$ cat src/relay_regs.vh
// Constants for the relay event output delay block
// Function
// - Relay changes state only after its activation delay once its event becomes true.
// - Activation delay programmable 0 to 60000 ms in 1 ms steps.
// - Factory configuration restores every activation delay to zero.
// - Safety-related assignments force delay to zero and refuse delay writes.
// - First relay defaults to operating-state-fault event; others unassigned.
// - Contactor assign selects relay and sets its assignment to that contactor event.
// - Ready-or-running event is true when drive is ready or running.
// - Third analog input thermal/sensor warnings offered only above 22 kW variants.
// - Master-slave warning and output-contactor not selectable on first relay.
// - Active level positive drives 1 on true event, negative drives 0.
// - Event going false waits a separate holding delay before release.
`ifndef RELAY_REGS_VH
`define RELAY_REGS_VH
`define EV_W 6
`define EV_NONE 6'h00
`define EV_FAULT_STATE 6'h01
`define EV_MAINS_CONTACTOR 6'h02
`define EV_DC_CHARGING 6'h03
`define EV_BRAKE_SEQUENCE 6'h04
`define EV_OUTPUT_CONTACTOR 6'h05
`define EV_MASTER_SLAVE_WARN 6'h06
`define EV_READY_OR_RUN 6'h07
`define EV_AI3_THERMAL 6'h08
`define EV_AI3_SENSOR 6'h09
`define EV_GENERIC_BASE 6'h10
`define DLY_W 16
`define ACT_DLY_MAX 16'hEA60
`define HOLD_DLY_MAX 16'h270F
`define ACT_DLY_RESET 16'h0000
`define HOLD_DLY_RESET 16'h0000
`define TICK_PERIOD_NS 1000000
`define CLK_PERIOD_NS 10
`define TICK_CYCLES (`TICK_PERIOD_NS / `CLK_PERIOD_NS)
`endif

$ cat src/relay_channel.v
// One relay channel: activation and holding delay timer with active level
module relay_channel (
    core_clk,
    rst,
    ms_tick,
    event_true,
    act_delay,
    hold_delay,
    active_level,
    relay_out
);
`include "relay_regs.vh"
    input wire core_clk;
    input wire rst;
    input wire ms_tick;
    input wire event_true;
    input wire [`DLY_W-1:0] act_delay;
    input wire [`DLY_W-1:0] hold_delay;
    input wire active_level;
    output reg relay_out;

    reg state_q;
    reg [`DLY_W-1:0] cnt_q;

    always @(posedge core_clk or posedge rst) begin
        if (rst) begin
            state_q <= 1'b0;
            cnt_q <= 16'h0000;
            relay_out <= 1'b0;
        end else begin
            if (event_true == state_q) begin
                cnt_q <= 16'h0000;
            end else if ((event_true ? act_delay : hold_delay) <= cnt_q) begin
                state_q <= event_true;
                cnt_q <= 16'h0000;
            end else if (ms_tick) begin
                cnt_q <= cnt_q + 16'h0001;
            end
            relay_out <= active_level ? state_q : ~state_q;
        end
    end
endmodule

$ cat src/relay_event_output_delay.v
// Relay event selection, delay configuration and millisecond tick
`include "relay_regs.vh"
module relay_event_output_delay #(
    parameter N_RELAY = 6,
    parameter N_GEN = 32,
    parameter HIGH_POWER = 0,
    parameter TICK_CYCLES = `TICK_CYCLES
) (
    core_clk,
    rst,
    factory_reset,
    cfg_wr,
    cfg_relay,
    cfg_assign,
    cfg_act_delay,
    cfg_hold_delay,
    cfg_active_level,
    mains_contactor_sel_wr,
    mains_contactor_relay,
    output_contactor_sel_wr,
    output_contactor_relay,
    drive_ready,
    drive_running,
    fault_state_event,
    mains_contactor_event,
    dc_charging_event,
    brake_sequence_event,
    output_contactor_event,
    master_slave_warning_event,
    ai3_thermal_event,
    ai3_sensor_event,
    generic_events,
    cfg_refused,
    relay_pins
);
    input wire core_clk;
    input wire rst;
    input wire factory_reset;
    input wire cfg_wr;
    input wire [2:0] cfg_relay;
    input wire [`EV_W-1:0] cfg_assign;
    input wire [`DLY_W-1:0] cfg_act_delay;
    input wire [`DLY_W-1:0] cfg_hold_delay;
    input wire cfg_active_level;
    input wire mains_contactor_sel_wr;
    input wire [2:0] mains_contactor_relay;
    input wire output_contactor_sel_wr;
    input wire [2:0] output_contactor_relay;
    input wire drive_ready;
    input wire drive_running;
    input wire fault_state_event;
    input wire mains_contactor_event;
    input wire dc_charging_event;
    input wire brake_sequence_event;
    input wire output_contactor_event;
    input wire master_slave_warning_event;
    input wire ai3_thermal_event;
    input wire ai3_sensor_event;
    input wire [N_GEN-1:0] generic_events;
    output reg cfg_refused;
    output wire [N_RELAY-1:0] relay_pins;

    // Events are asynchronous to this clock: two stages each
    localparam NEV = 10 + N_GEN;
    wire [NEV-1:0] ev_raw;
    reg [NEV-1:0] ev_s1_q;
    reg [NEV-1:0] ev_s2_q;
    assign ev_raw = {generic_events, ai3_sensor_event, ai3_thermal_event,
                     master_slave_warning_event, output_contactor_event,
                     brake_sequence_event, dc_charging_event, mains_contactor_event,
                     fault_state_event, drive_running, drive_ready};

    always @(posedge core_clk or posedge rst) begin
        if (rst) begin
            ev_s1_q <= {NEV{1'b0}};
            ev_s2_q <= {NEV{1'b0}};
        end else begin
            ev_s1_q <= ev_raw;
            ev_s2_q <= ev_s1_q;
        end
    end

    function is_safety;
        input [`EV_W-1:0] a;
        begin
            is_safety = (a == `EV_FAULT_STATE) || (a == `EV_MAINS_CONTACTOR) ||
                        (a == `EV_DC_CHARGING) || (a == `EV_BRAKE_SEQUENCE) ||
                        (a == `EV_OUTPUT_CONTACTOR);
        end
    endfunction

    // Whether an assignment may be chosen on a given relay
    function legal_assign;
        input [`EV_W-1:0] a;
        input [2:0] r;
        begin
            legal_assign = 1'b1;
            if ((r == 3'd0) && ((a == `EV_MASTER_SLAVE_WARN) ||
                (a == `EV_OUTPUT_CONTACTOR) || (a == `EV_MAINS_CONTACTOR) ||
                (a == `EV_DC_CHARGING)))
                legal_assign = 1'b0;
            if (((a == `EV_AI3_THERMAL) || (a == `EV_AI3_SENSOR)) && (HIGH_POWER == 0))
                legal_assign = 1'b0;
            if ((a > `EV_AI3_SENSOR) && (a < `EV_GENERIC_BASE))
                legal_assign = 1'b0;
            if ((a >= `EV_GENERIC_BASE) && ({26'd0, a} - 32'd16 >= N_GEN))
                legal_assign = 1'b0;
            if ((r == 3'd0) || (r != 3'd0))
                legal_assign = legal_assign & ({29'd0, r} < N_RELAY);
        end
    endfunction

    function event_value;
        input [`EV_W-1:0] a;
        input [NEV-1:0] ev;
        begin
            case (a)
                `EV_NONE: event_value = 1'b0;
                `EV_READY_OR_RUN: event_value = ev[0] | ev[1];
                `EV_FAULT_STATE: event_value = ev[2];
                `EV_MAINS_CONTACTOR: event_value = ev[3];
                `EV_DC_CHARGING: event_value = ev[4];
                `EV_BRAKE_SEQUENCE: event_value = ev[5];
                `EV_OUTPUT_CONTACTOR: event_value = ev[6];
                `EV_MASTER_SLAVE_WARN: event_value = ev[7];
                `EV_AI3_THERMAL: event_value = ev[8];
                `EV_AI3_SENSOR: event_value = ev[9];
                default: event_value = (a >= `EV_GENERIC_BASE) ?
                    ev[10 + a - `EV_GENERIC_BASE] : 1'b0;
            endcase
        end
    endfunction

    // Millisecond tick divider
    reg [31:0] div_q;
    reg ms_tick_q;
    always @(posedge core_clk or posedge rst) begin
        if (rst) begin
            div_q <= 32'h00000000;
            ms_tick_q <= 1'b0;
        end else if (div_q >= TICK_CYCLES - 1) begin
            div_q <= 32'h00000000;
            ms_tick_q <= 1'b1;
        end else begin
            div_q <= div_q + 32'h00000001;
            ms_tick_q <= 1'b0;
        end
    end

    reg [`EV_W-1:0] assign_q [0:N_RELAY-1];
    reg [`DLY_W-1:0] act_q [0:N_RELAY-1];
    reg [`DLY_W-1:0] hold_q [0:N_RELAY-1];
    reg [N_RELAY-1:0] level_q;
    wire wr_ok;
    wire wr_safe;
    assign wr_safe = is_safety(cfg_assign);
    assign wr_ok = legal_assign(cfg_assign, cfg_relay) &&
                   (wr_safe ? ((cfg_act_delay == 16'h0000) && (cfg_hold_delay == 16'h0000))
                            : ((cfg_act_delay <= `ACT_DLY_MAX) &&
                               (cfg_hold_delay <= `HOLD_DLY_MAX)));

    integer i;
    always @(posedge core_clk or posedge rst) begin
        if (rst) begin
            for (i = 0; i < N_RELAY; i = i + 1) begin
                assign_q[i] <= (i == 0) ? `EV_FAULT_STATE : `EV_NONE;
                act_q[i] <= `ACT_DLY_RESET;
                hold_q[i] <= `HOLD_DLY_RESET;
            end
            level_q <= {N_RELAY{1'b1}};
            cfg_refused <= 1'b0;
        end else if (factory_reset) begin
            for (i = 0; i < N_RELAY; i = i + 1) begin
                assign_q[i] <= (i == 0) ? `EV_FAULT_STATE : `EV_NONE;
                act_q[i] <= `ACT_DLY_RESET;
                hold_q[i] <= `HOLD_DLY_RESET;
            end
            level_q <= {N_RELAY{1'b1}};
            cfg_refused <= 1'b0;
        end else begin
            cfg_refused <= cfg_wr & ~wr_ok;
            if (cfg_wr && wr_ok) begin
                assign_q[cfg_relay] <= cfg_assign;
                act_q[cfg_relay] <= cfg_act_delay;
                hold_q[cfg_relay] <= cfg_hold_delay;
                level_q[cfg_relay] <= wr_safe ? 1'b1 : cfg_active_level;
            end
            if (mains_contactor_sel_wr && (mains_contactor_relay != 3'd0) &&
                ({29'd0, mains_contactor_relay} < N_RELAY)) begin
                assign_q[mains_contactor_relay] <= `EV_MAINS_CONTACTOR;
                act_q[mains_contactor_relay] <= 16'h0000;
                hold_q[mains_contactor_relay] <= 16'h0000;
                level_q[mains_contactor_relay] <= 1'b1;
            end
            if (output_contactor_sel_wr && (output_contactor_relay != 3'd0) &&
                ({29'd0, output_contactor_relay} < N_RELAY)) begin
                assign_q[output_contactor_relay] <= `EV_OUTPUT_CONTACTOR;
                act_q[output_contactor_relay] <= 16'h0000;
                hold_q[output_contactor_relay] <= 16'h0000;
                level_q[output_contactor_relay] <= 1'b1;
            end
        end
    end

    genvar g;
    generate
        for (g = 0; g < N_RELAY; g = g + 1) begin : ch
            relay_channel u_ch (
                .core_clk(core_clk),
                .rst(rst),
                .ms_tick(ms_tick_q),
                .event_true(event_value(assign_q[g], ev_s2_q)),
                .act_delay(act_q[g]),
                .hold_delay(hold_q[g]),
                .active_level(level_q[g]),
                .relay_out(relay_pins[g])
            );
        end
    endgenerate
endmodule

$ cat config.mk
export PLATFORM = sky130hd
export DESIGN_NAME = relay_event_output_delay
export DESIGN_NICKNAME = d
export VERILOG_FILES = /design/src/relay_channel.v /design/src/relay_event_output_delay.v
export VERILOG_INCLUDE_DIRS = /design/src
export SDC_FILE = /design/constraint.sdc
export NUM_CORES = 1
export LEC_CHECK = 0
export BUFFER_PORTS_ARGS = -buffer_cell sky130_fd_sc_hd__buf_2
export CORE_MARGIN = 2
export CORE_UTILIZATION = 41
export CTS_BUF_LIST = sky130_fd_sc_hd__clkbuf_16
export CTS_CLUSTER_DIAMETER = 200
export DETAILED_ROUTE_END_ITERATION = 6
export PLACE_DENSITY = 0.59
export REMOVE_ABC_BUFFERS = 1
export SLEW_MARGIN = 10
export SYNTH_ARGS = -nofsm -noshare
export SYNTH_HDL_FRONTEND = slang
export SYNTH_HIERARCHICAL = 1
export SYNTH_SLANG_ARGS = --single-unit
$ cat constraint.sdc
create_clock -name core_clk -period 16.9 [get_ports core_clk]
set_input_delay 0 -clock core_clk [delete_from_list [all_inputs] [get_ports core_clk]]
set_output_delay 0 -clock core_clk [all_outputs]
set_load 0.02 [all_outputs]
## Yosys cells after proc, flatten, opt, wreduce, memory -nomap -nowiden

Cells that the tools add are included.

- Bits in registers: 460
- Input port bits: 96
- Output and inout bits: 7

- $add $sub $neg: 20
- Order comparisons: 40
- Equality and inequality tests: 68
- Multiplexer cells: 110
- Bitwise gates (word level): 33
- Reduce and logical (&&, ||, !) cells: 50

Operators by type and width:

| kind | number |
|---|---|
| $mux 96 | 12 |
| $mux 16 | 27 |
| $and 96x96->96 | 4 |
| $mux 36 | 6 |
| $bwmux 96 | 2 |
| $lt 32x7->1 const B | 6 |
| $not 96->96 | 2 |
| $eq 6x3->1 const B | 27 |
| $demux 16 s3 | 3 |
| $add 16x1->16 const B | 6 |
| $le 16x16->1 | 6 |
| $eq 6x2->1 const B | 14 |
| $eq 6x4->1 const B | 14 |
| $pmux 1 s10 | 6 |
| $demux 6 s3 | 3 |
| $mux 6 | 9 |
| $sub 7x5->8 const B | 6 |
| $add 4x6->7 const A | 6 |
| $eq 6x1->1 const B | 7 |
| $ge 6x5->1 const B | 7 |
| $bmux 1 s6 | 6 |
| $bwmux 36 | 1 |
| $logic_not 6->1 | 6 |
| $add 32x1->32 const B | 1 |
| other kinds (33) | 134 |

## Depth between registers and ports, before layout

- Depth after elaboration: 21
- Mapped depth: 19

## Cells and area by module

The synthesis kept the hierarchy.

Modules (own cells, without submodules):

| module | times used | cells each | area each (µm²) | sequential area each (µm²) |
|---|---|---|---|---|
| relay_event_output_delay | 1 | 1,665 | 17,272.8 | 8,817.2 |
| relay_channel at ch[1].u_ch ... | 5 | 166 | 1,614.0 | 450.4 |
| relay_channel at ch[0].u_ch | 1 | 155 | 1,457.6 | 450.4 |

## Least setup slack after synthesis

No wires, ideal clock.

- Path kind: flip-flop to flip-flop
- From: reg assign_q[30] in the netlist's numbering
- To: reg ch[0].u_ch.state_q
- Library setup time: 0.125 ns
- Arrival time: 4.715 ns
- Slack: 12.060 ns
- Cell stages (with the launch flop): 17
- Buffers on the path: 4
- Clock period less this slack: 4.840 ns
- Cells stage by stage: dfstp_2 clkbuf_1 buf_1 mux4_2 mux2_2 a31oi_1 nor3_1 mux2_2 clkbuf_1 buf_1 mux2_2 ha_1 nand2_1 nor3_1 a2111o_1 o31ai_1 mux2_2

- Word-level cells in the longest chain between the ends: 9
- Elaborated cells on any way between the ends: 22

Ends and longest elaborated chain:

| item | line | text |
|---|---|---|
| start, declared | relay_event_output_delay.v:150 | `` reg [`EV_W-1:0] assign_q [0:N_RELAY-1]; `` |
| start signal, assigned by index | relay_event_output_delay.v:166 | `` assign_q[i] <= (i == 0) ? `EV_FAULT_STATE : `EV_NONE; `` |
| start signal, assigned by index | relay_event_output_delay.v:174 | `` assign_q[i] <= (i == 0) ? `EV_FAULT_STATE : `EV_NONE; `` |
| start signal, assigned by index | relay_event_output_delay.v:183 | `assign_q[cfg_relay] <= cfg_assign;` |
| $add 4x6->7 | relay_event_output_delay.v:129 | `` ev[10 + a - `EV_GENERIC_BASE] : 1'b0; `` |
| $sub 7x5->8 (no source line) | -- |  |
| $bmux 1 s6 | relay_event_output_delay.v:129 |  |
| $mux 1 | relay_event_output_delay.v:129 |  |
| $mux 1 | relay_event_output_delay.v:128 | `` default: event_value = (a >= `EV_GENERIC_BASE) ? `` |
| $pmux 1 s10 (*) | relay_event_output_delay.v:117 | `case (a)` |
| $mux 16 or $eq 1x1->1 (tied branches) | relay_channel.v:33, relay_channel.v:31 |  |
| $le 16x16->1 or $not 1->1 (tied branches) | -- |  |
| $reduce_and 2->1 (no source line) | -- |  |
| end signal, assigned | relay_channel.v:34 | `state_q <= event_true;` |
| end, declared | relay_channel.v:22 | `reg state_q;` |

Mark *: on every way between the ends. The rest lies on a longest branch, timed or not. The select of a mux whose other input is x is not followed.
A chain may end at the register's enable or synchronous reset.

## Worst setup path in the final report

- From: reg assign_q[13] in the netlist's numbering
- To: reg ch[3].u_ch.state_q

- Word-level cells in the longest chain between the ends: 9
- Elaborated cells on any way between the ends: 22

Ends and longest elaborated chain:

| item | line |
|---|---|
| $add 4x6->7 | relay_event_output_delay.v:129 |
| $sub 7x5->8 (no source line) | -- |
| $bmux 1 s6 | relay_event_output_delay.v:129 |
| $mux 1 | relay_event_output_delay.v:129 |
| $mux 1 | relay_event_output_delay.v:128 |
| $pmux 1 s10 (*) | relay_event_output_delay.v:117 |
| $mux 16 or $eq 1x1->1 (tied branches) | relay_channel.v:33, relay_channel.v:31 |
| $le 16x16->1 or $not 1->1 (tied branches) | -- |
| $reduce_and 2->1 (no source line) | -- |
| end signal, assigned | relay_channel.v:34 |
| end, declared | relay_channel.v:22 |

Marked as above.

==> impl_metrics.env <==
export IMPL_synth_warnings=6
export IMPL_grt_pass1_wl_microns=126000
export IMPL_power_leakage_nw=12.1
export IMPL_drc=0
export IMPL_tightest_slew_ns=0.989
export IMPL_holdWs_ns=0.0387
export IMPL_grt_total_usage=0.236
export IMPL_synthTopCellsByArea="dfrtp_1, mux4_2, ha_1, a21oi_1, mux2_2"
export IMPL_r2r_start="assign_q[13]$_DFF_PP0_"
export IMPL_first_pass_iters=6
export IMPL_clock_sinks=460
export IMPL_fin_skew_ns=0.0250
export IMPL_area_delta_synth_final_pct=13.9
export IMPL_fin_util=0.473
export IMPL_rr_worst_depth=13
export IMPL_outcome="finished clean"
export IMPL_layout_worst_path_cycle_share=0.319
export IMPL_synth_avg_cell_area_sq_um=10.1
export IMPL_cts_htree_levels=2
export IMPL_ys_seq_area_frac=0.430
export IMPL_yosysUniqueCellTypes=79
export IMPL_finalMaxSlewViolations=0
export IMPL_grt_overflow=0
export IMPL_irDropWorstVdd_mv=0.0737
export IMPL_row_count=93
export IMPL_hold_path_class="input port to flip-flop"
export IMPL_end_kind="flip-flop"
export IMPL_worstPathRequired_ns=17.35
export IMPL_dp_hpwl_microns=51500
export IMPL_start_kind="flip-flop"
export IMPL_place_ws_ns=11.59
export IMPL_synth_edf_count=0
export IMPL_io_buffer_count=102
export IMPL_routed_wl_microns=79400
export IMPL_cts_buffer_depth=3
export IMPL_root_buffer="clkbuf_16"
export IMPL_grt_max_degree=140
export IMPL_synth_cells=2650
export IMPL_gp_congestion=0.971
export IMPL_vias_per_cell=6.02
export IMPL_antenna_found_initial=6
export IMPL_finalSetupViolations=0
export IMPL_drv_cap=0
export IMPL_vias=21898
export IMPL_r2r_end="ch[3].u_ch/state_q$_DFFE_PP0P_"
export IMPL_drive_above_1_share=0.174
export IMPL_final_min_clock_period_ns=5.40
export IMPL_fmax_ghz=0.185
export IMPL_maxSlewHeadroom=0.340
export IMPL_grt_busiest_layer="met2"
export IMPL_synth_seq_cells=460
export IMPL_wire_per_inst_microns=21.8
export IMPL_reg2reg_slack_ns=11.50
export IMPL_die_area_sq_um=67400
export IMPL_ant_nets=0
export IMPL_grt_use_met2=0.371
export IMPL_critical_path_class="flip-flop to flip-flop"
export IMPL_drtIter0Drc=2316
export IMPL_numCtsBuffers=52
export IMPL_synth_commonest_cells="dfrtp_1, a21oi_1, nand3_1"
export IMPL_startpoint="assign_q[13]$_DFF_PP0_"
export IMPL_synth_area_leader_cell="dfrtp_1"
export IMPL_pwr_density_cell_nw_per_um2=82.1
export IMPL_grt_pass1_vias=21962
export IMPL_yosysTopAreaCellShare=0.423
export IMPL_async_flop_share=1.00
export IMPL_synth_ff_type="dfrtp_1"
export IMPL_layoutNonFillerInstCount=3636
export IMPL_initial_utilization=0.415
export IMPL_syn_area_sq_um=26800
export IMPL_cts_tree="built"
export IMPL_worstPathMaxFanout=20
export IMPL_endpoint="ch[3].u_ch/state_q$_DFFE_PP0P_"
export IMPL_rsz0062_at_grt="false"
export IMPL_dp_cells=3431
export IMPL_ios=103
export IMPL_arrival_ns=5.85
export IMPL_path_clk_slew_ns=0.06
export IMPL_clock_latency_ns=0.62
export IMPL_fp_dieH_microns=260
export IMPL_synth_most_common_cell="dfrtp_1"
export IMPL_core_sq_um=64600
export IMPL_fin_nets=2946
export IMPL_die_width_microns=260
export IMPL_globalRouteMet3Util=0.0463
export IMPL_globalRouteMet1Util=0.316
export IMPL_setup_tns_final_ns=0
export IMPL_hold_violations=0
export IMPL_nFillCells=5975
export IMPL_setup_slack_ns=11.50
## routing by layer
layer  routed length, microns  part of all wire  vias to the layer above
met5                       66           0.00083                        -
met4                     3680             0.046                       10
met3                     5810             0.073                      237
met2                    36400              0.46                      840
met1                    33500              0.42                    10890
li1                         -                 -                     9921
## cell type report
cell class                 count  area, sq um  share of cell area
timing repair buffer         246         1870              0.0612
tap                          855         1070              0.0350
multi-input combinational   1873        14000               0.459
sequential                   460        11500               0.377
inverter                     108          413              0.0135
antenna                        1         2.50           0.0000820
clock buffer                  53         1330              0.0435
clock inverter                40          325              0.0107
## flip-flops by register name, summed over array words and instances (netlist names)
register	flops
hold_q	96
ev_s2_q	42
act_q	96
ch.u_ch/relay_out	6
ms_tick_q	1
ch.u_ch/cnt_q	96
cfg_refused	1
ev_s1_q	42
assign_q	36
div_q	32
level_q	6
ch.u_ch/state_q	6
## layout by cell type, fill, tap and decap left out, types with 38 or more instances in the layout
cell and instances:
mux4_2 70, mux2i_1 38, o2111ai_1 41, nand4_1 59, o31ai_1 47, nor2_1 93
xnor2_1 101, inv_1 115, nand2_1 110, ha_1 109, mux2_2 100, dfrtp_1 452
dlygate4sd3_1 111, buf_2 102, nor3_1 54, a21oi_1 255, nand3_1 223, nor3_2 50
o21ai_0 207, clkbuf_16 53
## critical path, stage by stage (launching register included)
cell	delay [ns]
dfrtp_1	0.84
ha_1	0.38
xor2_1	0.55
mux4_2	0.59
o21ai_0	0.29
o31ai_4	0.13
buf_4	0.25
mux2_2	0.33
ha_1	0.32
and4_1	0.23
a21oi_1	0.17
o211ai_1	0.16
nor3_4	0.79
o211ai_1	0.19
## cells by family after synthesis
kind of cell,count (synthesis),share of synthesized area
flip-flops,460,0.430
other,1,0.000140
adder cells (fa/ha/maj),109,0.0509
multiplexers,208,0.115
buffers and inverters,331,0.0521
AO/OA/AOI/OAI,684,0.155
XOR/XNOR,116,0.0379
AND/OR/NAND/NOR,741,0.159
## timing repair
action | in CTS | in global routing
endpoints found under the setup margin | 0 | 0
endpoints found under the hold margin | 505 | 0
resized for setup | 0 | 0
buffers inserted | 0 | 0
hold buffers | 111 | 0
## per-stage QoR
step | area (sq um) | total power [mW]
final | 30500 | 2.51
after floorplan | 25900 | 1.28
after global routing | 30500 | 2.59
after detailed placement | 27700 | 1.38
after CTS | 30500 | 2.53
after global placement | 27700 | 1.38
## report_power, final
group          internal (mW)  switching (mW)
logic                 0.0824           0.156
registers               1.12          0.0291
clock network          0.643           0.476
## worst min path at each step
stage | end | slack, ns | from | cells past startpoint
floorplan | ch[0].u_ch/cnt_q[0]$_DFFE_PP0P_ | -0.06 | rst | 1
global placement | ev_s1_q[10]$_DFF_PP0_ | 0.11 | generic_events[0] | 1
detailed placement | ev_s1_q[31]$_DFF_PP0_ | 0.11 | generic_events[21] | 1
CTS | ev_s1_q[24]$_DFF_PP0_ | 0.0006 | generic_events[14] | 2
global route | ev_s1_q[29]$_DFF_PP0_ | 0.02 | generic_events[19] | 2
finish | ev_s1_q[9]$_DFF_PP0_ | 0.04 | ai3_sensor_event | 2
Power figures use the tool's default switching activity.
